===== src/amc_pkg.sv =====
// package: register map, field layout and mode codes for the mode control block
package amc_pkg;
    localparam logic [5:0] AMC_MODE_BASE = 6'h38;
    localparam logic [5:0] AMC_MODE_MASK = 6'h38;
    localparam logic [7:0] AMC_MODE_RESET = 8'h00;
    localparam int AMC_OPSEL_HI = 7;
    localparam int AMC_OPSEL_LO = 5;
    localparam int AMC_CLOCK_OUT_DISABLE_BIT = 4;
    localparam int AMC_CHAIN_BIT = 3;
    localparam int AMC_CONTRD_BIT = 2;
    localparam int AMC_WIDTH_BIT = 1;
    localparam int AMC_CLAMP_BIT = 0;
    localparam int AMC_NCH = 8;
    localparam int AMC_DATA_W = 24;
    localparam logic [7:0] AMC_ALL_READY = 8'hFF;
    localparam logic [7:0] AMC_ZERO8 = 8'h00;
    localparam logic [15:0] AMC_CONV_CYCLES = 16'h0040;
    localparam logic [15:0] AMC_CAL_CYCLES = 16'h0080;
    typedef enum logic [2:0] {
        AMC_OP_IDLE = 3'h0,
        AMC_OP_CONT = 3'h1,
        AMC_OP_SINGLE = 3'h2,
        AMC_OP_STANDBY = 3'h3,
        AMC_OP_ZS_SELF = 3'h4,
        AMC_OP_FS_SELF = 3'h5,
        AMC_OP_ZS_SYS = 3'h6,
        AMC_OP_FS_SYS = 3'h7
    } amc_op_t;
    typedef enum logic [3:0] {
        AMC_ST_IDLE = 4'h1,
        AMC_ST_CONV = 4'h2,
        AMC_ST_CAL = 4'h4,
        AMC_ST_STBY = 4'h8
    } amc_state_t;
endpackage : amc_pkg


===== src/amc_mode_ctrl.sv =====
// mode register and operation sequencer for an eight-channel converter
`timescale 1ns/1ps
module amc_mode_ctrl #(
    parameter int NCH = amc_pkg::AMC_NCH,
    parameter int W = amc_pkg::AMC_DATA_W
) (
    input wire logic clk,
    input wire logic rstn,
    input wire logic reg_wr,
    input wire logic reg_rd,
    input wire logic [5:0] reg_addr,
    input wire logic [7:0] reg_wdata,
    output logic [7:0] reg_rdata,
    output logic reg_rvalid,
    input wire logic [7:0] chan_enable,
    input wire logic crystal_mode,
    input wire logic master_clock_in_pin,
    output logic master_clock_out_pin_o,
    output logic master_clock_out_pin_oe,
    input wire logic [W-1:0] conv_raw,
    input wire logic conv_over,
    input wire logic conv_under,
    output logic [7:0] adc_status,
    output logic done_n,
    output logic [2:0] active_chan,
    output logic [1:0] conv_slot,
    output logic cal_active,
    output logic standby,
    output logic chain_readout,
    output logic cont_readout,
    output logic [W-1:0] chan_data,
    output logic [2:0] chan_data_idx,
    output logic chan_data_valid
);
    import amc_pkg::*;

    // ****************************************
    // helpers
    // ****************************************
    function automatic logic [2:0] next_enabled(input logic [2:0] cur, input logic [7:0] en);
        logic [2:0] n;
        logic [2:0] k;
        logic found;
        n = cur;
        found = 1'b0;
        for (int i = 1; i <= NCH; i++) begin
            k = 3'(cur + 3'(i));
            if (!found && en[k]) begin
                n = k;
                found = 1'b1;
            end
        end
        return n;
    endfunction : next_enabled

    function automatic logic is_cal(input logic [2:0] op);
        return op[2];
    endfunction : is_cal

    typedef struct packed {
        amc_state_t state;
        logic [7:0] mode;
        logic [2:0] operand;
        logic [15:0] cnt;
        logic [7:0] status;
        logic done_n;
        logic [2:0] chan;
        logic [7:0] rdata;
        logic rvalid;
        logic [W-1:0] data;
        logic [2:0] data_idx;
        logic data_valid;
        logic mclk_o;
        logic mclk_oe;
    } amc_st_t;

    amc_st_t st_r;
    amc_st_t st_nxt;
    logic mclk_sync;
    logic [W-1:0] fmt;
    logic clk_ok;
    logic hit;

    // ****************************************
    // submodules
    // ****************************************
    amc_sync u_mclk_sync (
        .clk(clk),
        .rstn(rstn),
        .din(master_clock_in_pin),
        .dout(mclk_sync)
    );

    amc_result #(.W(W)) u_result (
        .raw(conv_raw),
        .over(conv_over),
        .under(conv_under),
        .clamp_en(st_r.mode[AMC_CLAMP_BIT]),
        .wide(st_r.mode[AMC_WIDTH_BIT]),
        .result(fmt)
    );

    // ****************************************
    // next state
    // ****************************************
    // crystal clock stops when its output is disabled; external clock runs on
    assign clk_ok = !(crystal_mode && st_r.mode[AMC_CLOCK_OUT_DISABLE_BIT]);
    assign hit = (reg_addr & AMC_MODE_MASK) == AMC_MODE_BASE;

    always_comb begin
        st_nxt = st_r;
        st_nxt.rvalid = 1'b0;
        st_nxt.data_valid = 1'b0;
        st_nxt.mclk_o = mclk_sync;
        if (reg_rd && reg_addr == AMC_MODE_BASE) begin
            st_nxt.rdata = st_r.mode;
            st_nxt.rvalid = 1'b1;
        end
        if (reg_wr && hit) begin
            st_nxt.mode = reg_wdata;
            st_nxt.operand = reg_addr[2:0];
            st_nxt.status = AMC_ZERO8;
            st_nxt.done_n = 1'b1;
            st_nxt.cnt = '0;
            st_nxt.chan = reg_addr[2:0];
            // abort and restart immediately
            case (amc_op_t'(reg_wdata[AMC_OPSEL_HI:AMC_OPSEL_LO]))
                AMC_OP_CONT, AMC_OP_SINGLE: st_nxt.state = AMC_ST_CONV;
                AMC_OP_STANDBY: st_nxt.state = AMC_ST_STBY;
                AMC_OP_ZS_SELF, AMC_OP_FS_SELF,
                AMC_OP_ZS_SYS, AMC_OP_FS_SYS: st_nxt.state = AMC_ST_CAL;
                default: st_nxt.state = AMC_ST_IDLE;
            endcase
        end else begin
            case (st_r.state)
                AMC_ST_CONV: begin
                    if (clk_ok) begin
                        st_nxt.cnt = 16'(st_r.cnt + 16'h0001);
                    end
                    if (clk_ok && st_r.cnt == AMC_CONV_CYCLES - 16'h0001) begin
                        st_nxt.cnt = '0;
                        st_nxt.data = fmt;
                        st_nxt.data_idx = st_r.chan;
                        st_nxt.data_valid = 1'b1;
                        st_nxt.status[st_r.chan] = 1'b1;
                        if (st_r.mode[AMC_OPSEL_HI:AMC_OPSEL_LO] == AMC_OP_CONT) begin
                            st_nxt.chan = next_enabled(st_r.chan, chan_enable);
                        end else begin
                            st_nxt.done_n = 1'b0;
                            st_nxt.mode[AMC_OPSEL_HI:AMC_OPSEL_LO] = AMC_OP_IDLE;
                            st_nxt.state = AMC_ST_IDLE;
                        end
                    end
                end
                AMC_ST_CAL: begin
                    if (clk_ok) begin
                        st_nxt.cnt = 16'(st_r.cnt + 16'h0001);
                    end
                    if (clk_ok && st_r.cnt == AMC_CAL_CYCLES - 16'h0001) begin
                        st_nxt.cnt = '0;
                        st_nxt.status = AMC_ALL_READY;
                        st_nxt.done_n = 1'b0;
                        st_nxt.mode[AMC_OPSEL_HI:AMC_OPSEL_LO] = AMC_OP_IDLE;
                        st_nxt.state = AMC_ST_IDLE;
                    end
                end
                AMC_ST_STBY: st_nxt.state = AMC_ST_STBY;
                AMC_ST_IDLE: st_nxt.state = AMC_ST_IDLE;
                default: st_nxt.state = AMC_ST_IDLE;
            endcase
        end
        // pin enable follows the disable bit in the same cycle as the mode write
        st_nxt.mclk_oe = !st_nxt.mode[AMC_CLOCK_OUT_DISABLE_BIT];
    end

    // ****************************************
    // registers
    // ****************************************
    always_ff @(posedge clk or negedge rstn) begin
        if (!rstn) begin
            st_r <= '0;
            st_r.state <= AMC_ST_IDLE;
            st_r.mode <= AMC_MODE_RESET;
            st_r.done_n <= 1'b1;
            st_r.mclk_oe <= 1'b1;
        end else begin
            st_r <= st_nxt;
        end
    end

    // ****************************************
    // outputs
    // ****************************************
    assign reg_rdata = st_r.rdata;
    assign reg_rvalid = st_r.rvalid;
    assign master_clock_out_pin_o = st_r.mclk_o;
    assign master_clock_out_pin_oe = st_r.mclk_oe;
    assign adc_status = st_r.status;
    assign done_n = st_r.done_n;
    assign active_chan = st_r.chan;
    assign conv_slot = st_r.operand[1:0];
    assign cal_active = st_r.state == AMC_ST_CAL;
    assign standby = st_r.state == AMC_ST_STBY;
    assign chain_readout = st_r.mode[AMC_CHAIN_BIT] | st_r.mode[AMC_CONTRD_BIT];
    assign cont_readout = st_r.mode[AMC_CONTRD_BIT];
    assign chan_data = st_r.data;
    assign chan_data_idx = st_r.data_idx;
    assign chan_data_valid = st_r.data_valid;
endmodule : amc_mode_ctrl


===== src/amc_sync.sv =====
// three-flop input synchroniser with agreement filter
`timescale 1ns/1ps
module amc_sync (
    input wire logic clk,
    input wire logic rstn,
    input wire logic din,
    output logic dout
);
    typedef struct packed {
        logic s1;
        logic s2;
        logic s3;
        logic q;
    } amc_sync_t;
    amc_sync_t st_r;
    amc_sync_t st_nxt;
    always_comb begin
        st_nxt = st_r;
        st_nxt.s1 = din;
        st_nxt.s2 = st_r.s1;
        st_nxt.s3 = st_r.s2;
        if (st_r.s2 == st_r.s3) begin
            st_nxt.q = st_r.s3;
        end
    end
    always_ff @(posedge clk or negedge rstn) begin
        if (!rstn) begin
            st_r <= '0;
        end else begin
            st_r <= st_nxt;
        end
    end
    assign dout = st_r.q;
endmodule : amc_sync


===== src/amc_result.sv =====
// result formatter: clamping and 16/24-bit width
`timescale 1ns/1ps
module amc_result #(
    parameter int W = amc_pkg::AMC_DATA_W
) (
    input wire logic [W-1:0] raw,
    input wire logic over,
    input wire logic under,
    input wire logic clamp_en,
    input wire logic wide,
    output logic [W-1:0] result
);
    import amc_pkg::*;
    logic [W-1:0] c;
    always_comb begin
        c = raw;
        if (clamp_en && over) begin
            c = '1;
        end else if (clamp_en && under) begin
            c = '0;
        end
        // unclamped input passes through at 24-bit width; 16-bit width keeps its top 16 bits
        result = wide ? c : {8'h00, c[W-1:8]};
    end
endmodule : amc_result


===== config.mk =====
export PLATFORM = sky130hd
export DESIGN_NAME = amc_mode_ctrl
export DESIGN_NICKNAME = d
export VERILOG_FILES = /design/src/amc_pkg.sv /design/src/amc_mode_ctrl.sv /design/src/amc_sync.sv /design/src/amc_result.sv
export SDC_FILE = /design/constraint.sdc
export NUM_CORES = 1
export LEC_CHECK = 0
export ABC_AREA = 0
export BUFFER_PORTS_ARGS = -buffer_cell sky130_fd_sc_hd__buf_2
export CAP_MARGIN = 40
export CORE_AREA = 2 2 110 112
export DETAILED_ROUTE_END_ITERATION = 7
export DIE_AREA = 0 0 112 114
export PLACE_DENSITY_LB_ADDON = 0.25
export SLEW_MARGIN = 5
export SYNTH_ARGS = -nofsm -noshare
export SYNTH_HDL_FRONTEND = slang
export SYNTH_SLANG_ARGS = --single-unit

===== constraint.sdc =====
create_clock -name clk -period 5.7 [get_ports clk]
set_input_delay 0 -clock clk [delete_from_list [all_inputs] [get_ports clk]]
set_output_delay 0 -clock clk [all_outputs]
set_load 0.02 [all_outputs]

Yosys cells after proc, flatten, opt, wreduce, memory -nomap -nowiden
Cells that the tools add are included.

Flip-flop bits (word level): 86. Output and inout bits: 57. Logic and storage cells: 180.

$add $sub $neg: 8. $lt $le $gt $ge: 9. Equal/unequal tests: 20. Muxes and demuxes: 84. Bitwise logic cells: 3. Reduce and logical (&&, ||, !) cells: 36.

Operators with widths (number): 2-to-1 mux 24 bit (3); 2-to-1 mux 28 bit (2); case mux 25 bit (2 select lines) (1); 2-to-1 mux 1 bit (49); < comparator 3 x 4 -> 1 bit (second input constant) (8); 2-to-1 mux 3 bit (10); 2-to-1 mux 7 bit (4); 2-to-1 mux 25 bit (1); binary-select mux 1 bit (select 3 bit) (8); case mux 4 bit (3 select lines) (2); adder 16 x 1 -> 16 bit (second input constant) (1); == test 16 x 6 -> 1 bit (second input constant) (1); == test 16 x 7 -> 1 bit (second input constant) (1); 2-to-1 mux 16 bit (1); == test 3 bit (second input constant) (5); logical AND 1 bit (15); adder 3 bit (second input constant) (4); logical NOT 1 bit (9); AND reduction 3 bit (3); 2-to-1 mux 8 bit (1); bitwise OR 8 bit (1); nonzero test 8 bit (1); adder 3 x 2 -> 3 bit (second input constant) (2); == test 3 x 1 -> 1 bit (second input constant) (2); 21 further kinds (25).

Depth between registers and ports, before layout
Word-level depth: 57. Depth in mapped cells: 11. Mapped depth without buffers: 9.

Cells and area by module
From an unflattened synthesis, not the netlist that was laid out.

Cells, all modules: 515. Area, all modules: 5166.2 um2.

Modules (own cells, without submodules): amc_mode_ctrl (times used 1, cells each 452, area an instance 4591.9 um2); amc_result (times used 1, cells each 58, area an instance 462.9 um2); amc_sync (times used 1, cells each 5, area an instance 111.4 um2).

Least setup slack after synthesis
Ideal clock, no wire load.

Path type: register -> register. Start point: register st_r, in the netlist active_chan[1]. End point: register st_r, in the netlist active_chan[0]. Setup time: 118 ps. Data arrival time: 2937 ps. Data required time: 5582 ps. Path slack: 2645 ps. Stages on the path, launching flop included: 12. Buffers on the path: 2. Period minus slack after synthesis: 3055 ps. Cell sequence: dfrtp_1 clkbuf_1 inv_2 ha_1 buf_2 mux2_1 or4_1 a41oi_2 and2_1 a221o_1 o41ai_1 a21o_1.

Word-level cells in the longest chain between the ends: 54. Elaborated cells on any way between the ends: 86.

Ends and longest elaborated chain: start, declared (line amc_mode_ctrl.sv:77) `amc_st_t st_r;`; start signal, assigned (line amc_mode_ctrl.sv:187) `st_r <= st_nxt;`; adder 3 x 1 -> 3 bit (line amc_mode_ctrl.sv:47) `k = 3'(cur + 3'(i));`; binary-select mux 1 bit (select 3 bit) (line amc_mode_ctrl.sv:48) `if (!found && en[k]) begin`; 2-to-1 mux 1 bit (implied by the code) (line amc_mode_ctrl.sv:48); 2-to-1 mux 1 bit (line amc_mode_ctrl.sv:48); 2-to-1 mux 1 bit (line amc_mode_ctrl.sv:146) `if (st_r.mode[AMC_OPSEL_HI:AMC_OPSEL_LO] == AMC_OP_CONT) begin`; 2-to-1 mux 1 bit (line amc_mode_ctrl.sv:140) `if (clk_ok && st_r.cnt == AMC_CONV_CYCLES - 16'h0001) begin`; 2-to-1 mux 1 bit (line amc_mode_ctrl.sv:135) `case (st_r.state)`; 2-to-1 mux 1 bit (line amc_mode_ctrl.sv:119) `if (reg_wr && hit) begin`; (+38 left out); 2-to-1 mux 1 bit (line amc_mode_ctrl.sv:146); 2-to-1 mux 1 bit (line amc_mode_ctrl.sv:140); 2-to-1 mux 1 bit (line amc_mode_ctrl.sv:135); 2-to-1 mux 1 bit (line amc_mode_ctrl.sv:119); logical NOT 1 bit (line amc_mode_ctrl.sv:48); logical AND 1 bit (line amc_mode_ctrl.sv:48); inequality test 2 bit (no source line); AND reduction 5 bit (no source line).

Several ways; a longest one is shown, not always the timed one. The select of a mux whose other input is x is not followed. A chain may end at the register's enable or synchronous reset.

Worst setup path in the final report
Ends and elaborated chain as after synthesis.

==> impl_metrics.json <==
{
  "critPathCapture": "active_chan[0]$_DFFE_PN0P_",
  "yosys.cell_types.count": 66,
  "clock_tree.root_cell": "clkbuf_16",
  "power_density_nw_per_um2": 323,
  "fmax_mhz": 282,
  "multi_input_area_um2": 2480,
  "coreArea_um2": 11700,
  "cts.path.max_buffers": 2,
  "grtUsageTotal_pct": 19.1,
  "drive_above_1_share_pct": 28.6,
  "antenna_cells": 0,
  "synth_area_um2": 5130,
  "design.die.area_um2": 12800,
  "portBuffers": 110,
  "avgViaCountPerCell": 5.29,
  "power_mw": 1.93,
  "critical-path-max-stage-delay_ns": 0.70,
  "power_leakage_nw": 2.98,
  "overflow": 0,
  "hold_class": "input port to flip-flop",
  "fin_nets": 678,
  "dieWidth_um": 112,
  "die_h_um": 114,
  "cts_tree": "yes",
  "worstSetupEndpointType": "flip-flop",
  "max_cap_violations": 0,
  "htreeDepth": 3,
  "num_rows": 40,
  "fin_crit_ns": 3.55,
  "startpoint": "active_chan[1]$_DFFE_PN0P_",
  "grt_pass1_vias": 3952,
  "maxSlewHeadroom_pct": 44.3,
  "cp.required_ns": 5.93,
  "avgSynthCellArea_um2": 9.28,
  "critPathKind": "flip-flop to flip-flop",
  "crit_fanout": 13,
  "seq_area_frac_synth_pct": 41.5,
  "wl_um": 11900,
  "layout_commonest_cell": "buf_2",
  "slowest_stage": "dfrtp_1",
  "reg2regPathDepth": 9,
  "fin_setup_tns_ns": 0,
  "area_growth_syn_to_layout_pct": 16.3,
  "tightest_slew_ns": 0.835,
  "r2r_end": "active_chan[0]$_DFFE_PN0P_",
  "cts_buffers": 9,
  "drtIter0Drc": 291,
  "avgRoutedWirePerCell_um": 15.5,
  "min-delay-start": "reg_addr[2]",
  "insertion_delay_ns": 0.33,
  "yosysWarnings": 0,
  "skew_ns": 0.00842,
  "period_share_pct": 62.2,
  "start_kind": "flip-flop",
  "grt_start_max_net_pins": 51,
  "antenna_found_initial": 0,
  "initial_core_util_pct": 43.8,
  "timing.rr.start": "active_chan[1]$_DFFE_PN0P_",
  "status": "finished, final reports clean",
  "clock-sinks": 85,
  "r2r_slack_ns": 2.15,
  "syn_inst": 553,
  "nFillCells": 1103,
  "peakVddDrop_mv": 0.179,
  "synth-seq-cells": 85,
  "cts-resized-gates": 0,
  "crit_chain": "inv_2, ha_1, mux2_1, or4_1, a41oi_2, and2_1, a221o_1, o41ai_1, a21o_1",
  "slew_viol_final": 0,
  "place_congestion": 0.844,
  "rsz0062_at_grt": "no",
  "setup_viol": 0,
  "vias": 4069,
  "seqCellArea_um2": 2130,
  "io_pins": 111,
  "mostFrequentLayoutCells": "109 x buf_2, 107 x nand2_1, 82 x dfrtp_1",
  "grt_pass1_wl_um": 19800,
  "dr.pass1.iters": 4,
  "ant_nets": 0,
  "utilization_pct": 51.0,
  "arrival_ns": 3.78,
  "syn-num-nets": 614,
  "drc": 0,
  "synth_edf_count": 0,
  "async_flop_share_pct": 100,
  "clkTransAtPathRegs_ns": 0.07,
  "synth_ff_type": "dfrtp_1",
  "hpwl_um": 8330,
  "timing.final.hold_violations": 0
}
-- worst min path at each step --
stage                                            end  cells past startpoint  slack [ns]
after global placement      chan_data[7]$_DFFE_PN0P_                      1       0.001
after global routing      active_chan[2]$_DFFE_PN0P_                      4        0.04
after CTS                 active_chan[2]$_DFFE_PN0P_                      4       0.006
after detailed placement    chan_data[7]$_DFFE_PN0P_                      1       0.005
after floorplan           active_chan[0]$_DFFE_PN0P_                      0       -0.30
final                     active_chan[2]$_DFFE_PN0P_                      4        0.01
-- area by class of cell --
| class | count | share of cell area (%) |
|---|---|---|
| clock buffers | 10 | 3.84 |
| clock inverters | 6 | 1.87 |
| inverters | 12 | 0.755 |
| multi-input cells | 378 | 41.6 |
| flip-flops and latches | 85 | 35.7 |
| well taps | 147 | 3.08 |
| repair buffers | 131 | 13.2 |
-- synth_stat cells, types with 5 or more instances --
| cell type | number | area, um2 |
|---|---|---|
| a21o_1 | 14 | 105 |
| a21oi_1 | 32 | 160 |
| and2_1 | 6 | 37.5 |
| buf_2 | 5 | 25.0 |
| buf_4 | 49 | 368 |
| clkbuf_1 | 21 | 78.8 |
| dfrtp_1 | 82 | 2050 |
| ha_1 | 7 | 87.6 |
| inv_1 | 5 | 18.8 |
| mux2_2 | 17 | 191 |
| mux2i_1 | 12 | 120 |
| mux4_2 | 10 | 225 |
| nand2_1 | 107 | 402 |
| nand3_1 | 11 | 55.1 |
| nand4_1 | 8 | 50.1 |
| nor2_1 | 34 | 128 |
| o21ai_0 | 7 | 35.0 |
| o21ai_1 | 30 | 150 |
| or3_1 | 5 | 31.3 |
| xor2_1 | 11 | 96.3 |
-- flip-flops by register name, indices dropped and copies added, names as in the netlist --
name / count
reg_rdata: 8
master_clock_out_pin_oe: 1
reg_rvalid: 1
u_mclk_sync.dout: 1
u_mclk_sync.st_nxt: 2
conv_slot: 2
chan_data_valid: 1
u_mclk_sync.st_r: 1
done_n: 1
chan_data: 24
cont_readout: 1
master_clock_out_pin_o: 1
chan_data_idx: 3
active_chan: 3
st_r: 27
adc_status: 8
-- metrics by stage --
| stage | worst slack (ns) | hold WS (ns) | area (um2) | cells |
|---|---|---|---|---|
| global route | 2.00 | 0.0366 | 5970 | 769 |
| CTS | 2.21 | 0.00550 | 5970 | 769 |
| floorplan | 2.65 | -0.296 | 5130 | 553 |
| global placement | 2.35 | 0.00139 | 5420 | 736 |
| finish | 2.15 | 0.0115 | 5970 | 769 |
| detailed placement | 2.23 | 0.00454 | 5490 | 739 |
-- routing by layer --
layer | wire [um] | vias to the layer above | track usage (%)
li1 | - | 2006 | -
met1 | 5600 | 1957 | 27.3
met2 | 5610 | 91 | 30.1
met3 | 500 | 15 | 2.87
met4 | 183 | 0 | 6.26
met5 | 0 | - | 0
-- cell families (layout without fill, tap and decap cells) --
| family | after synthesis | count (layout) | share of synthesized area (%) |
|---|---|---|---|
| muxes | 44 | 44 | 11.6 |
| xor gates and xnor gates | 16 | 16 | 3.02 |
| buffers and inverters | 90 | 159 | 10.4 |
| AOI/OAI and AO/OA | 114 | 114 | 14.1 |
| adders and majority gates | 8 | 8 | 1.90 |
| and+or+nand+nor | 196 | 196 | 17.4 |
| DFF | 85 | 85 | 41.5 |
-- power breakdown --
part           switching (mW)  internal, mW  total (mW)
sequential             0.0500         0.655       0.705
clock                   0.236         0.428       0.665
combinational           0.308         0.250       0.558
total                   0.594          1.33        1.93
-- what timing repair did --
action                                 CTS  global route
buffers inserted                         0             0
endpoints found under the hold margin   57             0
hold buffers                            14             0
-- critical path: cells and delay by family (launching register included) --
family                     cells  cell delay (ns)
AOI/OAI and AO/OA              4             0.78
and+or+nand+nor                2             0.72
DFF                            1             0.70
adders and majority gates      1             0.64
muxes                          1             0.36
buffers and inverters          1             0.24
Power figures use the tool's default switching activity.
